--- src/ifd_pkg.sv ---
package ifd_pkg;

	// ****************************************************************
	// Word layout
	// ****************************************************************
	localparam int WORD_W = 24;
	localparam int OPC_MSB = 23;
	localparam int OPC_LSB = 16;
	localparam int OPR_W = 16;
	localparam logic [7:0] OPC_NOP = 8'h00;

	// Default codes of the three two-word control instructions
	localparam logic [7:0] TW_OPC0 = 8'h02;
	localparam logic [7:0] TW_OPC1 = 8'h04;
	localparam logic [7:0] TW_OPC2 = 8'h07;

	// ****************************************************************
	// Opcode groups (upper nibble of the opcode)
	// ****************************************************************
	localparam logic [3:0] GRP_CTRL = 4'h0;
	localparam logic [3:0] GRP_LIT_ARITH = 4'h6;
	localparam logic [3:0] GRP_LIT_W = 4'h8;
	localparam logic [3:0] GRP_LIT_F = 4'h9;
	localparam logic [3:0] GRP_BIT = 4'hA;
	localparam logic [3:0] GRP_FILE = 4'hB;
	localparam logic [3:0] GRP_MAC = 4'hC;
	localparam logic [3:0] GRP_DSP = 4'hF;

	// ****************************************************************
	// Operand field positions within bits 15:0
	// ****************************************************************
	// Three-operand working register form
	localparam int W3_WB_LSB = 12, W3_DMODE_LSB = 10, W3_WD_LSB = 6;
	localparam int W3_SMODE_LSB = 4, W3_WS_LSB = 0;
	// File register form
	localparam int FR_DST_BIT = 15, FR_F_LSB = 0, FR_F_W = 13;
	// Bit form
	localparam int BT_TGT_BIT = 15, BT_IND_BIT = 14, BT_MODE_LSB = 12;
	localparam int BT_WS_LSB = 8, BT_WB_LSB = 4, BT_LIT_LSB = 0;
	localparam int BT_FLIT_LSB = 12, BT_FLIT_W = 3, BT_F_W = 12;
	// Literal move forms
	localparam int LW_LIT_LSB = 4, LW_LIT_W = 12, LW_WB_LSB = 0;
	localparam int LF_LIT_LSB = 8, LF_LIT_W = 8, LF_F_LSB = 0;
	localparam int LF_F_W = 8;
	// Literal arithmetic form
	localparam int LA_LIT_LSB = 11, LA_LIT_W = 5, LA_DV_BIT = 10;
	localparam int LA_DMODE_LSB = 8, LA_WD_LSB = 4, LA_WB_LSB = 0;
	// Multiply-accumulate form
	localparam int MC_ACC_BIT = 15, MC_PAIR_LSB = 12, MC_XOP_LSB = 10;
	localparam int MC_XDST_LSB = 8, MC_YOP_LSB = 6, MC_YDST_LSB = 4;
	localparam int MC_AWB_LSB = 2;
	localparam logic [3:0] MC_PF_BASE = 4'h4;
	// Non-multiplying DSP form
	localparam int DS_ACC_BIT = 15, DS_DST_BIT = 14, DS_MODE_LSB = 12;
	localparam int DS_REG_LSB = 8, DS_SHU_BIT = 7, DS_SHR_BIT = 6;
	localparam int DS_SHL_LSB = 0, DS_SHL_W = 6, DS_WN_LSB = 0;

	// ****************************************************************
	// Types
	// ****************************************************************
	typedef enum logic [2:0] {
		CLS_WORD_BYTE, CLS_BIT, CLS_LITERAL, CLS_DSP, CLS_CONTROL
	} ifd_class_t;

	typedef enum logic [3:0] {
		FMT_NOP, FMT_CTRL, FMT_WREG3, FMT_FILE, FMT_BIT, FMT_LIT_W,
		FMT_LIT_F, FMT_LIT_ARITH, FMT_MAC, FMT_DSP
	} ifd_fmt_t;

	// Address modifier: direct, indirect, post-increment, pre-decrement
	typedef logic [1:0] ifd_amode_t;

	typedef struct packed {
		ifd_class_t  cls;
		ifd_fmt_t    fmt;
		logic        two_word;
		logic        second_bad;
		logic [3:0]  base_source_reg;
		logic [3:0]  second_source_reg;
		ifd_amode_t  src_mode;
		logic [3:0]  dest_reg;
		ifd_amode_t  dest_mode;
		logic        dest_valid;
		logic [12:0] file_reg_addr;
		logic        target_is_file;
		logic        dest_to_file;
		logic [3:0]  bit_pos;
		logic        bit_pos_indirect;
		logic [15:0] literal_value;
		logic        lit_valid;
		logic        acc_b;
		logic [3:0]  mul_reg_x;
		logic [3:0]  mul_reg_y;
		logic [1:0]  x_pf_op;
		logic [3:0]  x_pf_dst;
		logic [1:0]  y_pf_op;
		logic [3:0]  y_pf_dst;
		logic [1:0]  awb_dst;
		logic [3:0]  dsp_reg;
		logic        dsp_reg_is_dest;
		logic        shift_used;
		logic        shift_from_reg;
		logic [3:0]  shift_amount_reg;
		logic [5:0]  shift_lit;
		logic [15:0] ext_word;
	} ifd_dec_t;

endpackage : ifd_pkg

--- src/ifd_decoder.sv ---
`timescale 1ns/1ns

// Summary of operation
// - A one-word instruction arrives as a single 24-bit word and is fully decoded from it.
// - An 8-bit opcode selects the type and the other bits are operand fields laid out by that type.
// - Exactly three opcodes take two words, and their result waits for the second word.
// - Every instruction falls in one of five classes: word/byte, bit, literal, DSP or control.
// - Register word/byte ops yield a plain base register, a source with modifier and a destination with modifier.
// - File register ops yield a file address and a select sending the result to that file or to register zero.
// - Bit ops yield a register or file target and a bit position from a literal or from the base register.
// - Literal moves yield the literal and its target, a base register or a file address.
// - Literal arithmetic takes the base register and the literal, with a destination only when it differs.
// - Multiply-accumulate ops always yield an accumulator, the two multiplier registers, prefetches and write-back.
// - Other DSP ops yield an accumulator, a source or destination with modifier and an optional shift amount.
// - A second word has a zero upper byte and on its own decodes as a no-operation.
module ifd_decoder import ifd_pkg::*; #(
	parameter logic [7:0] TWO_WORD_A = TW_OPC0,
	parameter logic [7:0] TWO_WORD_B = TW_OPC1,
	parameter logic [7:0] TWO_WORD_C = TW_OPC2
) (
	input  wire logic              sys_clk,
	input  wire logic              rst_n,
	input  wire logic [WORD_W-1:0] instr_word,
	input  wire logic              word_valid,
	output logic                   word_ready,
	output ifd_dec_t               dec_out,
	output logic                   dec_valid,
	input  wire logic              dec_ready
);

	typedef enum logic {ST_FIRST, ST_SECOND} ifd_state_t;

	ifd_state_t      state_reg;
	ifd_state_t      state_next;
	ifd_dec_t        pend_reg;
	ifd_dec_t        pend_next;
	ifd_dec_t        out_reg;
	ifd_dec_t        out_next;
	logic            valid_reg;
	logic            valid_next;
	ifd_dec_t        dec_first;
	ifd_class_t      cls_w;
	ifd_fmt_t        fmt_w;
	logic            two_word_w;
	logic [7:0]      opcode;
	logic [OPR_W-1:0] opr;
	logic            accept;

	assign opcode = instr_word[OPC_MSB:OPC_LSB];
	assign opr = instr_word[OPR_W-1:0];

	// ****************************************************************
	// Opcode classification
	// ****************************************************************
	ifd_classify #(
		.TWO_WORD_A (TWO_WORD_A),
		.TWO_WORD_B (TWO_WORD_B),
		.TWO_WORD_C (TWO_WORD_C)
	) u_classify (
		.opcode   (opcode),
		.cls      (cls_w),
		.fmt      (fmt_w),
		.two_word (two_word_w)
	);

	// ****************************************************************
	// Operand field extraction
	// ****************************************************************
	// Fields not used by a layout stay zero so the datapath sees no junk
	always_comb begin
		dec_first = '0;
		dec_first.cls = cls_w;
		dec_first.fmt = fmt_w;
		dec_first.two_word = two_word_w;
		case (fmt_w)
			FMT_WREG3: begin
				dec_first.base_source_reg = opr[W3_WB_LSB+:4];
				dec_first.second_source_reg = opr[W3_WS_LSB+:4];
				dec_first.src_mode = opr[W3_SMODE_LSB+:2];
				dec_first.dest_reg = opr[W3_WD_LSB+:4];
				dec_first.dest_mode = opr[W3_DMODE_LSB+:2];
				dec_first.dest_valid = 1'b1;
			end
			FMT_FILE: begin
				dec_first.file_reg_addr = opr[FR_F_LSB+:FR_F_W];
				dec_first.target_is_file = 1'b1;
				dec_first.dest_to_file = opr[FR_DST_BIT];
			end
			FMT_BIT: begin
				dec_first.target_is_file = opr[BT_TGT_BIT];
				if (opr[BT_TGT_BIT]) begin
					// File targets are byte wide: bit number 0..7 only
					dec_first.file_reg_addr =
						{1'b0, opr[BT_F_W-1:0]};
					dec_first.bit_pos =
						{1'b0, opr[BT_FLIT_LSB+:BT_FLIT_W]};
				end else begin
					dec_first.second_source_reg = opr[BT_WS_LSB+:4];
					dec_first.src_mode = opr[BT_MODE_LSB+:2];
					dec_first.base_source_reg = opr[BT_WB_LSB+:4];
					dec_first.bit_pos_indirect = opr[BT_IND_BIT];
					dec_first.bit_pos = opr[BT_LIT_LSB+:4];
				end
			end
			FMT_LIT_W: begin
				dec_first.literal_value =
					{4'h0, opr[LW_LIT_LSB+:LW_LIT_W]};
				dec_first.base_source_reg = opr[LW_WB_LSB+:4];
				dec_first.lit_valid = 1'b1;
			end
			FMT_LIT_F: begin
				dec_first.literal_value =
					{8'h00, opr[LF_LIT_LSB+:LF_LIT_W]};
				dec_first.file_reg_addr =
					{5'h00, opr[LF_F_LSB+:LF_F_W]};
				dec_first.target_is_file = 1'b1;
				dec_first.lit_valid = 1'b1;
			end
			FMT_LIT_ARITH: begin
				dec_first.base_source_reg = opr[LA_WB_LSB+:4];
				dec_first.literal_value =
					{11'h000, opr[LA_LIT_LSB+:LA_LIT_W]};
				dec_first.lit_valid = 1'b1;
				dec_first.dest_valid = opr[LA_DV_BIT];
				if (opr[LA_DV_BIT]) begin
					dec_first.dest_reg = opr[LA_WD_LSB+:4];
					dec_first.dest_mode = opr[LA_DMODE_LSB+:2];
				end else begin
					// Result returns to the first source
					dec_first.dest_reg = opr[LA_WB_LSB+:4];
				end
			end
			FMT_MAC: begin
				dec_first.acc_b = opr[MC_ACC_BIT];
				case (opr[MC_PAIR_LSB+:3])
					3'h0: {dec_first.mul_reg_x, dec_first.mul_reg_y} = 8'h45;
					3'h1: {dec_first.mul_reg_x, dec_first.mul_reg_y} = 8'h46;
					3'h2: {dec_first.mul_reg_x, dec_first.mul_reg_y} = 8'h47;
					3'h3: {dec_first.mul_reg_x, dec_first.mul_reg_y} = 8'h56;
					3'h4: {dec_first.mul_reg_x, dec_first.mul_reg_y} = 8'h57;
					3'h5: {dec_first.mul_reg_x, dec_first.mul_reg_y} = 8'h67;
					3'h6: {dec_first.mul_reg_x, dec_first.mul_reg_y} = 8'h44;
					default: begin
						{dec_first.mul_reg_x, dec_first.mul_reg_y} = 8'h55;
					end
				endcase
				dec_first.x_pf_op = opr[MC_XOP_LSB+:2];
				dec_first.x_pf_dst = MC_PF_BASE + {2'b00, opr[MC_XDST_LSB+:2]};
				dec_first.y_pf_op = opr[MC_YOP_LSB+:2];
				dec_first.y_pf_dst = MC_PF_BASE + {2'b00, opr[MC_YDST_LSB+:2]};
				dec_first.awb_dst = opr[MC_AWB_LSB+:2];
			end
			FMT_DSP: begin
				dec_first.acc_b = opr[DS_ACC_BIT];
				dec_first.dsp_reg_is_dest = opr[DS_DST_BIT];
				dec_first.dsp_reg = opr[DS_REG_LSB+:4];
				if (opr[DS_DST_BIT])
					dec_first.dest_mode = opr[DS_MODE_LSB+:2];
				else
					dec_first.src_mode = opr[DS_MODE_LSB+:2];
				dec_first.shift_used = opr[DS_SHU_BIT];
				if (opr[DS_SHU_BIT]) begin
					dec_first.shift_from_reg = opr[DS_SHR_BIT];
					if (opr[DS_SHR_BIT])
						dec_first.shift_amount_reg = opr[DS_WN_LSB+:4];
					else
						dec_first.shift_lit = opr[DS_SHL_LSB+:DS_SHL_W];
				end
			end
			FMT_CTRL: begin
				// Target or mode bits pass as a raw literal
				dec_first.literal_value = opr;
				dec_first.lit_valid = 1'b1;
			end
			// A lone second word has a zero opcode and does nothing
			default: begin
				dec_first.fmt = FMT_NOP;
			end
		endcase
	end

	// ****************************************************************
	// Word gathering and output holding
	// ****************************************************************
	// Only one result register: a held result stalls the fetch side
	assign word_ready = !valid_reg || dec_ready;
	assign accept = word_valid && word_ready;
	assign dec_out = out_reg;
	assign dec_valid = valid_reg;

	always_comb begin
		state_next = state_reg;
		pend_next = pend_reg;
		out_next = out_reg;
		valid_next = valid_reg;
		if (valid_reg && dec_ready)
			valid_next = 1'b0;
		case (state_reg)
			ST_FIRST: begin
				if (accept && two_word_w) begin
					pend_next = dec_first;
					state_next = ST_SECOND;
				end else if (accept) begin
					out_next = dec_first;
					valid_next = 1'b1;
				end
			end
			ST_SECOND: begin
				if (accept) begin
					out_next = pend_reg;
					out_next.ext_word = opr;
					// Upper byte must be zero; flagged but still consumed
					out_next.second_bad = |opcode;
					valid_next = 1'b1;
					state_next = ST_FIRST;
				end
			end
			default: begin
				state_next = ST_FIRST;
			end
		endcase
	end

	always_ff @(posedge sys_clk or negedge rst_n) begin
		if (!rst_n) begin
			state_reg <= ST_FIRST;
			pend_reg <= '0;
			out_reg <= '0;
			valid_reg <= 1'b0;
		end else begin
			state_reg <= state_next;
			pend_reg <= pend_next;
			out_reg <= out_next;
			valid_reg <= valid_next;
		end
	end

endmodule : ifd_decoder

--- src/ifd_classify.sv ---
`timescale 1ns/1ns

// Maps an opcode onto its class, operand layout and length
module ifd_classify import ifd_pkg::*; #(
	parameter logic [7:0] TWO_WORD_A = TW_OPC0,
	parameter logic [7:0] TWO_WORD_B = TW_OPC1,
	parameter logic [7:0] TWO_WORD_C = TW_OPC2
) (
	input  wire logic [7:0] opcode,
	output ifd_class_t      cls,
	output ifd_fmt_t        fmt,
	output logic            two_word
);

	// ****************************************************************
	// Group lookup
	// ****************************************************************
	always_comb begin
		two_word = 1'b0;
		case (opcode[7:4])
			GRP_CTRL: begin
				cls = CLS_CONTROL;
				fmt = (opcode == OPC_NOP) ? FMT_NOP : FMT_CTRL;
				two_word = (opcode == TWO_WORD_A) ||
					(opcode == TWO_WORD_B) ||
					(opcode == TWO_WORD_C);
			end
			GRP_LIT_ARITH: begin
				cls = CLS_LITERAL;
				fmt = FMT_LIT_ARITH;
			end
			GRP_LIT_W: begin
				cls = CLS_LITERAL;
				fmt = FMT_LIT_W;
			end
			GRP_LIT_F: begin
				cls = CLS_LITERAL;
				fmt = FMT_LIT_F;
			end
			GRP_BIT: begin
				cls = CLS_BIT;
				fmt = FMT_BIT;
			end
			GRP_FILE: begin
				cls = CLS_WORD_BYTE;
				fmt = FMT_FILE;
			end
			GRP_MAC: begin
				cls = CLS_DSP;
				fmt = FMT_MAC;
			end
			GRP_DSP: begin
				cls = CLS_DSP;
				fmt = FMT_DSP;
			end
			// Every remaining group is a three-operand register op
			default: begin
				cls = CLS_WORD_BYTE;
				fmt = FMT_WREG3;
			end
		endcase
	end

endmodule : ifd_classify

--- config.mk ---
export PLATFORM = sky130hd
export DESIGN_NAME = ifd_decoder
export DESIGN_NICKNAME = d
export VERILOG_FILES = /design/src/ifd_pkg.sv /design/src/ifd_decoder.sv /design/src/ifd_classify.sv
export SDC_FILE = /design/constraint.sdc
export NUM_CORES = 1
export LEC_CHECK = 0
export BUFFER_PORTS_ARGS = -buffer_cell sky130_fd_sc_hd__buf_2
export CORE_MARGIN = 4
export CORE_UTILIZATION = 45
export DETAILED_ROUTE_END_ITERATION = 16
export HOLD_SLACK_MARGIN = 0.15
export PLACE_DENSITY = 0.71
export SYNTH_ARGS = -nofsm -noshare
export SYNTH_HDL_FRONTEND = slang
export SYNTH_SLANG_ARGS = --single-unit
--- constraint.sdc ---
create_clock -name sys_clk -period 2.6 [get_ports sys_clk]
set_clock_uncertainty 0.2 [all_clocks]
set_input_delay 0.13 -clock sys_clk [delete_from_list [all_inputs] [get_ports sys_clk]]
set_output_delay 0.13 -clock sys_clk [all_outputs]
set_load 0.01 [all_outputs]
After elaboration in Yosys (flattened, before gate mapping). Index checks and enable logic that the tools add are counted.

Bits in registers: 223. Input bits: 28. Output and inout bits: 121. Word-level logic and storage cells: 154.

Add/subtract/negate cells: 2. Equal/unequal tests: 28. Mux-type cells: 41. Bitwise operators: 1. Reductions and logical operators: 18.

Operator list (number): $mux 119 (3); $pmux 119 s2 (1); $pmux 17 s4 (1); $pmux 14 s3 (1); $pmux 6 s7 (1); $eq 4x4->1 const B (8); $pmux 4 s8 (1); $mux 22 (1); $eq 4x3->1 const B (5); $mux 17 (1); $eq 8x3->1 const B (2); $mux 4 (4); $pmux 4 s2 (2); $mux 12 (1); $pmux 2 s3 (2); $pmux 3 s4 (1); $pmux 4 s3 (1); $mux 11 (1); $mux 1 (10); $mux 10 (1); $eq 3x3->1 const B (3); $reduce_or 9->1 (1); $add 3x2->4 const A (2); $eq 4x2->1 const B (2); 22 further kinds (34).

Depth between registers and ports, before layout.
Word-level depth: 9. Depth in mapped cells: 10. Depth with buffers taken out: 5.

Modules after synthesis. Synthesis repeated with hierarchy kept, for this count alone.

Cells, all modules: 1063. Area total of the unflattened synthesis: 10028.4 sq um.

By module, submodules not included: ifd_decoder (times used 1, cells an instance 1029, area an instance 9793.1 sq um, sequential area each 5230.0 sq um); ifd_classify (times used 1, cells an instance 34, area an instance 235.2 sq um, sequential area each 0.0 sq um).

Worst setup path before layout. OpenSTA, ideal clock, no wires.

Path kind: input-to-reg. From: input instr_word[21]. To: register pend_reg[61] (netlist name). Library setup time: 125 ps. Arrival time: 2004 ps. Required time: 2275 ps. Setup slack: 271 ps. Cell stages on the path: 7. Buffers on the path: 3. Path through: buf_6 or4_4 or3_1 buf_2 nor3b_4 buf_4 mux2_2.

Cells in the longest elaborated chain, start to end: 6. Elaborated cells between the ends (all ways): 24. Classes of those cells: eq/ne (14); mux (4); reduce/logical (6).

Ends and longest elaborated chain: start, declared (line ifd_decoder.sv:23) `input wire logic [WORD_W-1:0] instr_word,`; parallel branches: the longest is 6 deep, another holds $pmux 17 s4; end signal, assigned (line ifd_decoder.sv:232) `pend_reg <= pend_next;`; end, declared (line ifd_decoder.sv:35) `ifd_dec_t pend_reg;`.

Parallel ways; which one is timed is not known. A chain may end at the register's enable or synchronous reset.

Worst setup path in the final report.
From: input instr_word[23]. To: register pend_reg[66] (netlist name).

Same word-level chain as after synthesis.

==> results.sh <==
export IMPL_finalHoldViolCount=0
export IMPL_syn_avg_cell_area_um2=10.2
export IMPL_pwr_share_comb_pct=14.2
export IMPL_ir_worst_vdd_mv=0.378
export IMPL_synthFlopType="dfrtp_1"
export IMPL_num_rows=52
export IMPL_num_vias=7430
export IMPL_area_delta_synth_final_pct=22.4
export IMPL_port_buffers=144
export IMPL_cp_required_ns=2.78
export IMPL_drcViolationCount=0
export IMPL_grt_pass1_wl_um=40100
export IMPL_status="complete, no violations"
export IMPL_die_x_um=151
export IMPL_nets=1089
export IMPL_clkTransAtPathRegs_ns=0.06
export IMPL_fin_crit_sh_pct=96.3
export IMPL_wirelength_um=25900
export IMPL_maxCapViolCount=0
export IMPL_cp_arrival_ns=2.68
export IMPL_syn_inst=909
export IMPL_cts_root_buf="clkbuf_16"
export IMPL_stdcell_area_um2=11300
export IMPL_intPower_uw=5670
export IMPL_setup_violations_final=0
export IMPL_async_reset_ff_share_pct=100
export IMPL_synth_edff_count=0
export IMPL_crit_type="in2reg"
export IMPL_dp_hpwl_um=16800
export IMPL_worstMarginPinSlew_ns=0.726
export IMPL_slew_violations=0
export IMPL_first_global_vias=7148
export IMPL_final_common_cell="dfrtp_1"
export IMPL_fin_worst_hold_slack_ns=0.164
export IMPL_p_clk_share_pct=40.1
export IMPL_drtIter0Drc=681
export IMPL_power_density_nw_per_um2=683
export IMPL_largest_register_ffs=112
export IMPL_antenna_found_initial=1
export IMPL_place_area_um2=10300
export IMPL_grt_max_degree=75
export IMPL_final_cell_mix="dfrtp_1 (208), buf_2 (143), nand2_1 (137)"
export IMPL_cts_buffers=22
export IMPL_cts_tree="built"
export IMPL_antenna_cells=0
export IMPL_hold_depth=6
export IMPL_drive_gt1_share_pct=22.6
export IMPL_cp_start_kind="input pin"
export IMPL_setup_tns_ns=0
export IMPL_grt_usage_pct=22.5
export IMPL_clock_latency_ns=0.51
export IMPL_rsz0062_at_grt="no"
export IMPL_core_um2=20200
export IMPL_relSlewSlack_pct=50.9
export IMPL_syn_cell_area_um2=9240
export IMPL_ys_seq_area_share_pct=56.6
export IMPL_drtPass1Iterations=6
export IMPL_clock_sinks=209
export IMPL_yosysUniqueCellTypes=53
export IMPL_clock_path_buffers=3
export IMPL_die_area_um2=22900
export IMPL_hold_path_class="in2reg"
export IMPL_wl_per_cell_um=19.2
export IMPL_cp_max_fo=22
export IMPL_initial_core_util_pct=45.6
export IMPL_r2r_cells=4
export IMPL_overflow=0
export IMPL_rrSetupSlack_ns=0.45
export IMPL_p_leak_uw=0.00558
export IMPL_period_needed_ns=2.50
export IMPL_switching_share_pct=26.5
export IMPL_die_h_um=151
export IMPL_synth_seq_cells=209
export IMPL_htreeDepth=1
export IMPL_power_frac_seq_pct=45.7
export IMPL_power_switching_uw=2050
export IMPL_fmax_ghz=0.400
export IMPL_yosys_warnings=0
export IMPL_gp_congestion=0.850
export IMPL_ant_nets=0
export IMPL_vias_per_cell=5.52
export IMPL_endpoint_kind="register"
export IMPL_pin_count=149
==> routing by layer <==
| layer | track usage (%) | share of wire [%] | vias to the layer above |
|---|---|---|---|
| li1 | - | - | 3459 |
| met1 | 32.0 | 43 | 3593 |
| met2 | 34.3 | 45 | 309 |
| met3 | 4.55 | 8.4 | 69 |
| met4 | 8.16 | 3.9 | 0 |
| met5 | 0 | 0 | - |
==> cell families after synthesis <==
| family | synth area share, % |
|---|---|
| fa+ha+maj | 0.108 |
| other cells | 0.0406 |
| flops | 56.6 |
| mux | 2.53 |
| xor+xnor | 0.285 |
| buf+inv | 5.38 |
| compound gates | 17.1 |
| simple gates | 17.9 |
==> stage by stage <==
step	setup WS, ns	util (%)	std cells	power [µW]
4_1_cts	0.0776	55.8	1346	7780
6_report	0.0973	55.9	1347	7720
2_1_floorplan	0.271	-	912	4170
3_3_place_gp	0.189	51.0	1280	4630
3_5_place_dp	0.117	51.0	1280	4650
5_1_grt	0.0511	55.9	1347	8030
==> synth_stat cells, types with 7 or more instances <==
cell type	number	area (µm²)
o21ai_1	35	175
a21oi_1	30	150
nand2_1	137	514
clkbuf_1	42	158
mux2i_1	11	110
o21a_1	8	60.1
a22oi_1	46	345
nor2_1	35	131
nor2b_1	81	507
nand3_1	24	120
buf_6	11	124
o31ai_1	17	128
a32oi_1	8	70.1
a221o_1	11	110
buf_4	10	75.1
a31oi_1	7	43.8
buf_2	13	65.1
o21ai_0	59	295
dfrtp_1	209	5230
and2_1	12	75.1
buf_1	14	52.6
mux2_2	11	124
nor3_1	11	55.1
==> power groups by stage <==
stage / clock, µW / combinational (µW) / sequential, µW
final: 3100 / 1090 / 3530
after global routing: 3290 / 1200 / 3550
after CTS: 3160 / 1100 / 3530
after detailed placement: 0 / 1060 / 3590
after global placement: 0 / 1050 / 3580
after floorplan: 0 / 534 / 3640
==> final cells by class <==
class	instances	area, µm²
fill	1776	8930
sequential	209	5230
multi-input combinational	607	3530
timing repair buffer	215	1470
clock buffer	36	663
tap	270	338
clock inverter	4	56.3
inverter	6	22.5
==> worst max-delay path, cell delays in order <==
cell           delay [ns]
dlygate4sd3_1        0.55
buf_2                0.14
or4_4                0.55
or3_4                0.39
nor3b_4              0.33
buf_12               0.22
mux2_2               0.35
==> worst paths after layout <==
path,startpoint,endpoint
worst max-delay path,instr_word[23],pend_reg[66]
worst min-delay path,instr_word[17],pend_reg[112]
worst max register to register,state_reg,pend_reg[66]
worst min register to register,pend_reg[112],pend_reg[112]
max in group asynchronous,rst_n,pend_reg[86]
min in group asynchronous,rst_n,dec_out[19]
==> repair_timing <==
item	in CTS	in global routing
hold buffers	26	1
hold endpoints to repair	305	14
resized for setup	0	1
setup buffers	0	0
endpoints found under the setup margin	0	2
(Power assumes the default switching activity.)
